<file path="config.mk">
export PLATFORM = sky130hd
export DESIGN_NAME = cms_status_flags
export DESIGN_NICKNAME = d
export VERILOG_FILES = /design/src/cms_pkg.sv /design/src/cms_status_flags.sv /design/src/cms_sync2.sv /design/src/cms_flag.sv
export SDC_FILE = /design/constraint.sdc
export NUM_CORES = 1
export LEC_CHECK = 0
export BUFFER_PORTS_ARGS = -buffer_cell sky130_fd_sc_hd__buf_4
export CAP_MARGIN = 20
export CORE_MARGIN = 2
export CORE_UTILIZATION = 40
export CTS_CLUSTER_SIZE = 25
export DETAILED_ROUTE_END_ITERATION = 7
export PLACE_DENSITY = 0.79
export SYNTH_ARGS = -nofsm -noshare
export SYNTH_HDL_FRONTEND = slang
export SYNTH_SLANG_ARGS = --single-unit
</file>
<file path="constraint.sdc">
create_clock -name core_clk -period 1.14 [get_ports core_clk]
set_input_delay 0.057 -clock core_clk [delete_from_list [all_inputs] [get_ports core_clk]]
set_output_delay 0.057 -clock core_clk [all_outputs]
set_load 0.01 [all_outputs]
</file>
<file path="src/cms_pkg.sv">
// constants and types shared by the communication/memory status flag bank
package cms_pkg;

    // command codes seen on the register port
    localparam logic [7:0] CMD_ON_OFF_CONFIG = 8'h02;
    localparam logic [7:0] CMD_CLEAR_FAULTS  = 8'h03;
    localparam logic [7:0] CMD_STATUS_BYTE   = 8'h78;
    localparam logic [7:0] CMD_COMM_STATUS   = 8'h7e;
    localparam logic [7:0] CMD_FIRST_ALERT   = 8'h7f;

    // data byte counts of the transactions
    localparam logic [1:0] LEN_SEND_BYTE  = 2'h0;
    localparam logic [1:0] LEN_WRITE_BYTE = 2'h1;

    // field positions, communication status register
    localparam int unsigned POS_BAD_CMD    = 7;
    localparam int unsigned POS_BAD_DATA   = 6;
    localparam int unsigned POS_PEC_FAIL   = 5;
    localparam int unsigned POS_MEM_ERR    = 4;
    localparam int unsigned POS_OTHER_COMM = 1;

    // field position, first-to-alert register
    localparam int unsigned POS_FIRST_ALERT = 0;

    // supported-bit masks, everything else reads zero
    localparam logic [7:0] COMM_STATUS_MASK = 8'hf2;
    localparam logic [7:0] FIRST_ALERT_MASK = 8'h01;

    // reset values
    localparam logic [7:0] COMM_STATUS_RESET = 8'h00;
    localparam logic [7:0] FIRST_ALERT_RESET = 8'h00;
    localparam logic [7:0] RDATA_RESET       = 8'h00;

    // flag cell indices
    localparam int unsigned NUM_FLAGS    = 6;
    localparam int unsigned IDX_BAD_CMD  = 0;
    localparam int unsigned IDX_BAD_DATA = 1;
    localparam int unsigned IDX_PEC      = 2;
    localparam int unsigned IDX_MEM      = 3;
    localparam int unsigned IDX_OTHER    = 4;
    localparam int unsigned IDX_FIRST    = 5;

    // idle level of the shared alert line
    localparam logic ALERT_LINE_IDLE = 1'b1;

    // memory error lock, gray along clean -> locked -> updated
    typedef enum logic [1:0] {
        MEM_CLEAN   = 2'h0,
        MEM_LOCKED  = 2'h1,
        MEM_UPDATED = 2'h3
    } cms_mem_state_t;

endpackage

</file>
<file path="src/cms_status_flags.sv">
// communication/memory status and first-to-alert latched flag bank
`timescale 1ns/1ps
module cms_status_flags
    import cms_pkg::*;
(
    // clock and reset
    input  wire logic       core_clk,
    input  wire logic       rst_n,
    // register port from the bus command decoder
    input  wire logic [7:0] reg_cmd,
    input  wire logic       reg_wr,
    input  wire logic [1:0] reg_wlen,
    input  wire logic [7:0] reg_wdata,
    input  wire logic       reg_rd,
    output logic            reg_claim,
    output logic [7:0]      reg_rdata,
    output logic            reg_rvalid,
    // communication events, one-cycle pulses
    input  wire logic       bad_command_evt,
    input  wire logic       bad_data_evt,
    input  wire logic       pec_fail_evt,
    input  wire logic       other_comm_evt,
    // memory events, one-cycle pulses except the boot qualifiers
    input  wire logic       store_parity_fail,
    input  wire logic       restore_parity_fail,
    input  wire logic       nvm_prog_fail,
    input  wire logic       boot_restore_done,
    input  wire logic       boot_mismatch,
    input  wire logic       boot_parity_fail,
    input  wire logic       mem_update_done,
    // non-volatile backup of the comm register
    input  wire logic       nvm_restore_load,
    input  wire logic [7:0] nvm_restore_data,
    output logic [7:0]      nvm_comm_image,
    // output turn-on through the on/off configuration
    input  wire logic       output_on_evt,
    // alert line
    input  wire logic       alert_assert,
    input  wire logic       smbalert_line_in,
    output logic            comm_alert_req,
    // summary bits toward the status byte
    output logic            comm_summary,
    output logic            other_summary
);

    ////////////////////////////////////////////////////////////////////////////
    // command decode

    wire hit_comm     = (reg_cmd == CMD_COMM_STATUS);
    wire hit_first    = (reg_cmd == CMD_FIRST_ALERT);
    wire hit_clear    = (reg_cmd == CMD_CLEAR_FAULTS);
    wire len_is_byte  = (reg_wlen == LEN_WRITE_BYTE);
    wire len_is_send  = (reg_wlen == LEN_SEND_BYTE);

    // a write to either register must carry exactly one byte
    wire wr_comm_ok   = reg_wr & hit_comm & len_is_byte;
    wire wr_first_ok  = reg_wr & hit_first & len_is_byte;
    wire wr_bad_len   = reg_wr & (hit_comm | hit_first) & ~len_is_byte;
    wire clear_faults = reg_wr & hit_clear & len_is_send;

    assign reg_claim = hit_comm | hit_first;

    ////////////////////////////////////////////////////////////////////////////
    // register images

    logic [NUM_FLAGS-1:0] flag_q;
    logic [7:0]           comm_value;
    logic [7:0]           first_value;

    // unsupported positions tied to zero
    always_comb begin
        comm_value = COMM_STATUS_RESET;
        comm_value[POS_BAD_CMD]    = flag_q[IDX_BAD_CMD];
        comm_value[POS_BAD_DATA]   = flag_q[IDX_BAD_DATA];
        comm_value[POS_PEC_FAIL]   = flag_q[IDX_PEC];
        comm_value[POS_MEM_ERR]    = flag_q[IDX_MEM];
        comm_value[POS_OTHER_COMM] = flag_q[IDX_OTHER];
    end

    always_comb begin
        first_value = FIRST_ALERT_RESET;
        first_value[POS_FIRST_ALERT] = flag_q[IDX_FIRST];
    end

    ////////////////////////////////////////////////////////////////////////////
    // clear requests

    // write-one-to-clear, masked to supported bits so zeros and read-only
    // positions are inert
    wire [7:0] comm_w1c  = wr_comm_ok  ? (reg_wdata & COMM_STATUS_MASK) : 8'h00;
    wire [7:0] first_w1c = wr_first_ok ? (reg_wdata & FIRST_ALERT_MASK) : 8'h00;

    wire clear_all = clear_faults | output_on_evt;

    logic [NUM_FLAGS-1:0] clr_vec;

    always_comb begin
        clr_vec[IDX_BAD_CMD]  = clear_all | comm_w1c[POS_BAD_CMD];
        clr_vec[IDX_BAD_DATA] = clear_all | comm_w1c[POS_BAD_DATA];
        clr_vec[IDX_PEC]      = clear_all | comm_w1c[POS_PEC_FAIL];
        clr_vec[IDX_MEM]      = clear_all | comm_w1c[POS_MEM_ERR];
        clr_vec[IDX_OTHER]    = clear_all | comm_w1c[POS_OTHER_COMM];
        clr_vec[IDX_FIRST]    = clear_all | first_w1c[POS_FIRST_ALERT];
    end

    ////////////////////////////////////////////////////////////////////////////
    // memory error sources and lock

    wire boot_fail = boot_restore_done & (boot_mismatch | boot_parity_fail);

    // a restored image carrying the memory bit is treated as a fresh error
    wire nvm_mem_bit = nvm_restore_load & nvm_restore_data[POS_MEM_ERR];

    wire mem_err = store_parity_fail | restore_parity_fail | nvm_prog_fail
                 | boot_fail | nvm_mem_bit;

    cms_mem_state_t mem_state;
    cms_mem_state_t next_mem_state;

    always_comb begin
        next_mem_state = mem_state;
        unique case (mem_state)
            MEM_CLEAN: begin
                if (mem_err) begin
                    next_mem_state = MEM_LOCKED;
                end
            end
            MEM_LOCKED: begin
                // a new error in the same cycle as the update keeps the lock
                if (mem_update_done && !mem_err) begin
                    next_mem_state = MEM_UPDATED;
                end
            end
            MEM_UPDATED: begin
                if (mem_err) begin
                    next_mem_state = MEM_LOCKED;
                end else if (!flag_q[IDX_MEM]) begin
                    next_mem_state = MEM_CLEAN;
                end
            end
            default: begin
                next_mem_state = MEM_LOCKED;
            end
        endcase
    end

    always_ff @(posedge core_clk or negedge rst_n) begin
        if (!rst_n) begin
            mem_state <= MEM_CLEAN;
        end else begin
            mem_state <= next_mem_state;
        end
    end

    // clears of the memory bit are blocked until the memory is rewritten
    wire mem_hold = (mem_state != MEM_UPDATED);

    ////////////////////////////////////////////////////////////////////////////
    // first-to-alert capture

    logic alert_line_sync;
    logic alert_assert_q;

    cms_sync2 u_alert_sync (
        .core_clk (core_clk),
        .rst_n    (rst_n),
        .async_in (smbalert_line_in),
        .sync_out (alert_line_sync)
    );

    always_ff @(posedge core_clk or negedge rst_n) begin
        if (!rst_n) begin
            alert_assert_q <= 1'b0;
        end else begin
            alert_assert_q <= alert_assert;
        end
    end

    // synced line lags our own drive by two cycles, so at the assert edge
    // a low level can only have come from another device
    wire alert_rise  = alert_assert & ~alert_assert_q;
    wire first_alert = alert_rise & alert_line_sync;

    ////////////////////////////////////////////////////////////////////////////
    // set events

    logic [NUM_FLAGS-1:0] set_vec;
    logic [NUM_FLAGS-1:0] hold_vec;

    // restored comm bits reload the latched state after power-up
    wire [7:0] nvm_set = nvm_restore_load ? (nvm_restore_data & COMM_STATUS_MASK) : 8'h00;

    always_comb begin
        set_vec[IDX_BAD_CMD]  = bad_command_evt | nvm_set[POS_BAD_CMD];
        set_vec[IDX_BAD_DATA] = bad_data_evt | wr_bad_len | nvm_set[POS_BAD_DATA];
        set_vec[IDX_PEC]      = pec_fail_evt | nvm_set[POS_PEC_FAIL];
        set_vec[IDX_MEM]      = mem_err;
        set_vec[IDX_OTHER]    = other_comm_evt | nvm_set[POS_OTHER_COMM];
        set_vec[IDX_FIRST]    = first_alert;
    end

    always_comb begin
        hold_vec = '0;
        hold_vec[IDX_MEM] = mem_hold;
    end

    ////////////////////////////////////////////////////////////////////////////
    // flag cells

    genvar gi;
    generate
        for (gi = 0; gi < NUM_FLAGS; gi = gi + 1) begin : g_flag
            cms_flag u_flag (
                .core_clk (core_clk),
                .rst_n    (rst_n),
                .set_evt  (set_vec[gi]),
                .clr_req  (clr_vec[gi]),
                .hold     (hold_vec[gi]),
                .flag     (flag_q[gi])
            );
        end
    endgenerate

    ////////////////////////////////////////////////////////////////////////////
    // read path

    logic [7:0] next_rdata;
    logic       next_rvalid;

    // exactly one byte returned per read of either register
    assign next_rvalid = reg_rd & reg_claim;
    assign next_rdata  = hit_comm  ? (comm_value & COMM_STATUS_MASK) :
                         hit_first ? (first_value & FIRST_ALERT_MASK) :
                         RDATA_RESET;

    always_ff @(posedge core_clk or negedge rst_n) begin
        if (!rst_n) begin
            reg_rdata  <= RDATA_RESET;
            reg_rvalid <= 1'b0;
        end else begin
            reg_rvalid <= next_rvalid;
            if (next_rvalid) begin
                reg_rdata <= next_rdata;
            end
        end
    end

    ////////////////////////////////////////////////////////////////////////////
    // summary, alert request and backup image

    // combinational OR of flops so the summary falls in the same cycle
    // as the individual clear takes effect
    assign comm_summary  = |(comm_value & COMM_STATUS_MASK);
    assign other_summary = |(first_value & FIRST_ALERT_MASK);

    // only comm flags ask for an alert; the first alerter bit is excluded
    assign comm_alert_req = comm_summary;

    // first-to-alert register deliberately absent from the backup image
    assign nvm_comm_image = comm_value & COMM_STATUS_MASK;

endmodule

</file>
<file path="src/cms_sync2.sv">
// two-flop synchroniser for one asynchronous level
`timescale 1ns/1ps
module cms_sync2
    import cms_pkg::*;
(
    // clock and reset
    input  wire logic core_clk,
    input  wire logic rst_n,
    // level
    input  wire logic async_in,
    output logic      sync_out
);

    logic stage1;

    always_ff @(posedge core_clk or negedge rst_n) begin
        if (!rst_n) begin
            stage1   <= ALERT_LINE_IDLE;
            sync_out <= ALERT_LINE_IDLE;
        end else begin
            stage1   <= async_in;
            sync_out <= stage1;
        end
    end

endmodule

</file>
<file path="src/cms_flag.sv">
// one latched status flag: set wins over clear, hold blocks clear
`timescale 1ns/1ps
module cms_flag (
    // clock and reset
    input  wire logic core_clk,
    input  wire logic rst_n,
    // control
    input  wire logic set_evt,
    input  wire logic clr_req,
    input  wire logic hold,
    // state
    output logic      flag
);

    logic next_flag;

    assign next_flag = set_evt | (flag & ~(clr_req & ~hold));

    always_ff @(posedge core_clk or negedge rst_n) begin
        if (!rst_n) begin
            flag <= 1'b0;
        end else begin
            flag <= next_flag;
        end
    end

endmodule

</file>
==> impl_metrics.tcl <==
set metrics [dict create \
    grtUsageTotal_pct 18.6 \
    worst-setup-path-type "flip-flop to primary output" \
    routed_wl_mm 2.51 \
    avgViaCountPerCell 5.00 \
    rows 17 \
    nets 206 \
    antenna_found_initial 0 \
    rr_startpoint "g_flag[3].u_flag.flag$_DFF_PN0_" \
    cp-startpoint "g_flag[1].u_flag.flag$_DFF_PN0_" \
    cts_made_buffers 3 \
    crit_required_ns 1.08 \
    path_delay_family "flip-flops" \
    hpwlAfterDp_mm 1.92 \
    synth_area_leaders "dfrtp_1 (43%), buf_4 (9.7%), dfstp_2 (5.7%), nand2_1 (4.9%), nand2b_1 (3.4%)" \
    grt_pass1_vias 882 \
    period_share_pct 105 \
    intPower_uw 993 \
    cts.sinks 18 \
    cpPeakStageDelay_ns 0.41 \
    synth_common_cells "dfrtp_1 (16), buf_4 (12), nand2_1 (12)" \
    status "finished with violations" \
    area_delta_synth_final_pct 61.1 \
    drtIter0Drc 15 \
    hold_ws_ns 0.0409 \
    cts_tree "done" \
    core_um2 2210 \
    synth-seq-cells 18 \
    clock_latency_ns 0.28 \
    path_buf_inv 1 \
    hp-class "primary input to flip-flop" \
    leakagePower_nw 0.744 \
    start_kind "flip-flop" \
    drive_gt1_share_pct 46.3 \
    pin_count 66 \
    cts_root_buffer "clkbuf_4" \
    synth-main-ff-cell "dfrtp_1" \
    skew_ns 0.00942 \
    hold_start "reg_cmd[0]" \
    ir_worst_vdd_mv 0.636 \
    pwr-share-comb_pct 22.6 \
    crit_chain "nor3_2 -> nand2_2 -> buf_6" \
    cts_max_path_buffers 2 \
    drv_slew 0 \
    cts.reportedPaths.clkPinSlew_ns 0.10 \
    fin_crit_ns 1.20 \
    syn_area_um2 928 \
    power_mw 1.31 \
    diodes 0 \
    post_drt_wl_per_cell_um 13.3 \
    failed_checks "setup timing" \
    setup_slack_ns -0.0562 \
    cp_slowest_cell "dfrtp_1" \
    switchingPower_uw 318 \
    crit_path_end_kind "primary output" \
    setup_violations 3 \
    drc 0 \
    synth_area_leader_cell "dfrtp_1" \
    syn_inst 92 \
    dp_worst_setup_slack_ns -0.125 \
    async_flop_share_pct 100 \
    synth.most_common_cell "dfrtp_1" \
    rsz0062_at_grt "true" \
    worstPathArrival_ns 1.14 \
    yosysUniqueCellTypes 33 \
    avgSynthCellArea_um2 10.1 \
    antenna_left 0 \
    grt_max_degree 19 \
    seqPwrFrac_pct 53.0 \
    place.gp.congestion 0.813 \
    io_buffers 55 \
    powerDensity_nw_per_um2 877 \
    grt-ovfl-total 0 \
    cp_max_fo 2 \
    pwr-share-clk_pct 24.4 \
    start_util_pct 42.0 \
    synth_seq_area_share_pct 48.8 \
    fmax_mhz 836 \
    sw_frac_of_total_pct 24.3 \
    die_w_um 52.2 \
    drt-pass1-iter-count 4 \
    max-cap-violations 0 \
    synth.top_cell.area_share_pct 43.1 \
    via_count 940 \
    htreeDepth 1 \
    grt_pass1_wl_mm 3.75 \
    dieArea_um2 2720 \
    die_y_um 52.2 \
    final_hold_viol_count 0 \
    synth-edff-count 0 \
    yosys_warnings 0 \
]
[flip-flops by register name, summed over array words and instances, names as in the netlist]
register and count:
reg_rvalid 1, alert_assert_q 1, g_flag.u_flag.flag 6, mem_state 2
u_alert_sync.stage1 1, u_alert_sync.sync_out 1, reg_rdata 6
[cell families after synthesis]
| family | count (synthesis) | share of synthesized area [%] |
|---|---|---|
| buffers and inverters | 15 | 11.1 |
| other | 1 | 0.404 |
| AND/OR/NAND/NOR | 34 | 21.3 |
| multiplexers | 1 | 1.08 |
| flip-flops | 18 | 48.8 |
| AO/OA/AOI/OAI | 23 | 17.4 |
[worst register-to-register path: stages (launching register included)]
cell and delay [ns]:
dfrtp_1 0.41, buf_4 0.16, inv_1 0.09, a211oi_1 0.05, a211o_1 0.26
[final cells by class]
| class | instances | area, um2 |
|---|---|---|
| Timing Repair Buffer | 73 | 578 |
| Multi-Input combinational cell | 63 | 395 |
| Sequential cell | 18 | 453 |
| Clock buffer | 4 | 26.3 |
| Fill cell | 197 | 717 |
| Inverter | 2 | 7.51 |
| Tap cell | 28 | 35.0 |
[per-stage QoR]
step,cells,util (%),setup TNS [ns],instance area [um2]
after floorplan,96,-,0,943
after global routing,188,67.6,-0.260,1500
final,188,67.6,-0.131,1500
after global placement,172,60.6,-0.366,1340
after CTS,186,66.3,-0.0437,1470
after detailed placement,172,60.6,-0.640,1340
[placed cells by master, fill, tap and decap left out, drive strengths merged]
master / Yosys / final
and3: 1 / 1
and2: 1 / 1
dfstp: 2 / 2
a2111oi: 1 / 1
and2b: 1 / 1
nor2b: 1 / 1
o21ai: 6 / 6
dlygate4sd3: 0 / 9
dfrtp: 16 / 16
and4bb: 1 / 1
and4: 1 / 1
a221o: 3 / 3
nand3: 2 / 2
a41o: 1 / 1
nor4b: 1 / 1
a21o: 1 / 1
nor4: 1 / 1
inv: 2 / 2
a211oi: 1 / 1
nand2b: 5 / 5
a211o: 2 / 2
o21bai: 1 / 1
clkbuf: 0 / 4
nor2: 3 / 3
and4b: 2 / 2
nor3b: 1 / 1
nor3: 1 / 1
o31ai: 2 / 2
o22ai: 1 / 1
a21oi: 4 / 4
nand2: 12 / 12
buf: 13 / 64
conb: 1 / 5
mux2i: 1 / 1
[timing repair]
item	4_1_cts	5_1_grt
hold endpoints to repair	23	1
setup endpoints to repair	2	2
hold buffers	8	1
resized for setup	1	3
setup buffers	2	1
pin swaps	2	2
[power by group through the flow]
stage          sequential (mW)  combinational [mW]  clock (mW)
2_1_floorplan            0.711              0.0998           0
3_3_place_gp             0.706               0.257           0
3_5_place_dp             0.708               0.263           0
4_1_cts                  0.695               0.291       0.334
5_1_grt                  0.700               0.324       0.358
6_report                 0.695               0.296       0.320
[routing by layer]
metal | up-vias | wire length, um | share of wire, % | global-route usage (%)
met5 | - | 0 | 0 | 0
met4 | 0 | 63 | 2.5 | 6.84
met3 | 6 | 168 | 6.7 | 3.14
met2 | 41 | 1300 | 52 | 34.4
met1 | 440 | 978 | 39 | 21.1
li1 | 453 | - | - | -
[path summary, 6_finish.rpt]
path | endpoint | slack [ns] | depth (start not counted)
worst min register to register | u_alert_sync.sync_out$_DFF_PN1_ | 0.36 | 0
max in group asynchronous | u_alert_sync.sync_out$_DFF_PN1_ | 0.70 | 2
worst max register to register | g_flag[3].u_flag.flag$_DFF_PN0_ | 0.07 | 4
worst max-delay path | comm_summary | -0.06 | 3
worst min-delay path | reg_rdata[4]$_DFFE_PN0P_ | 0.04 | 2
min in group asynchronous | reg_rdata[5]$_DFFE_PN0P_ | 0.17 | 2
No activity file was read; power rests on OpenSTA's default activity.
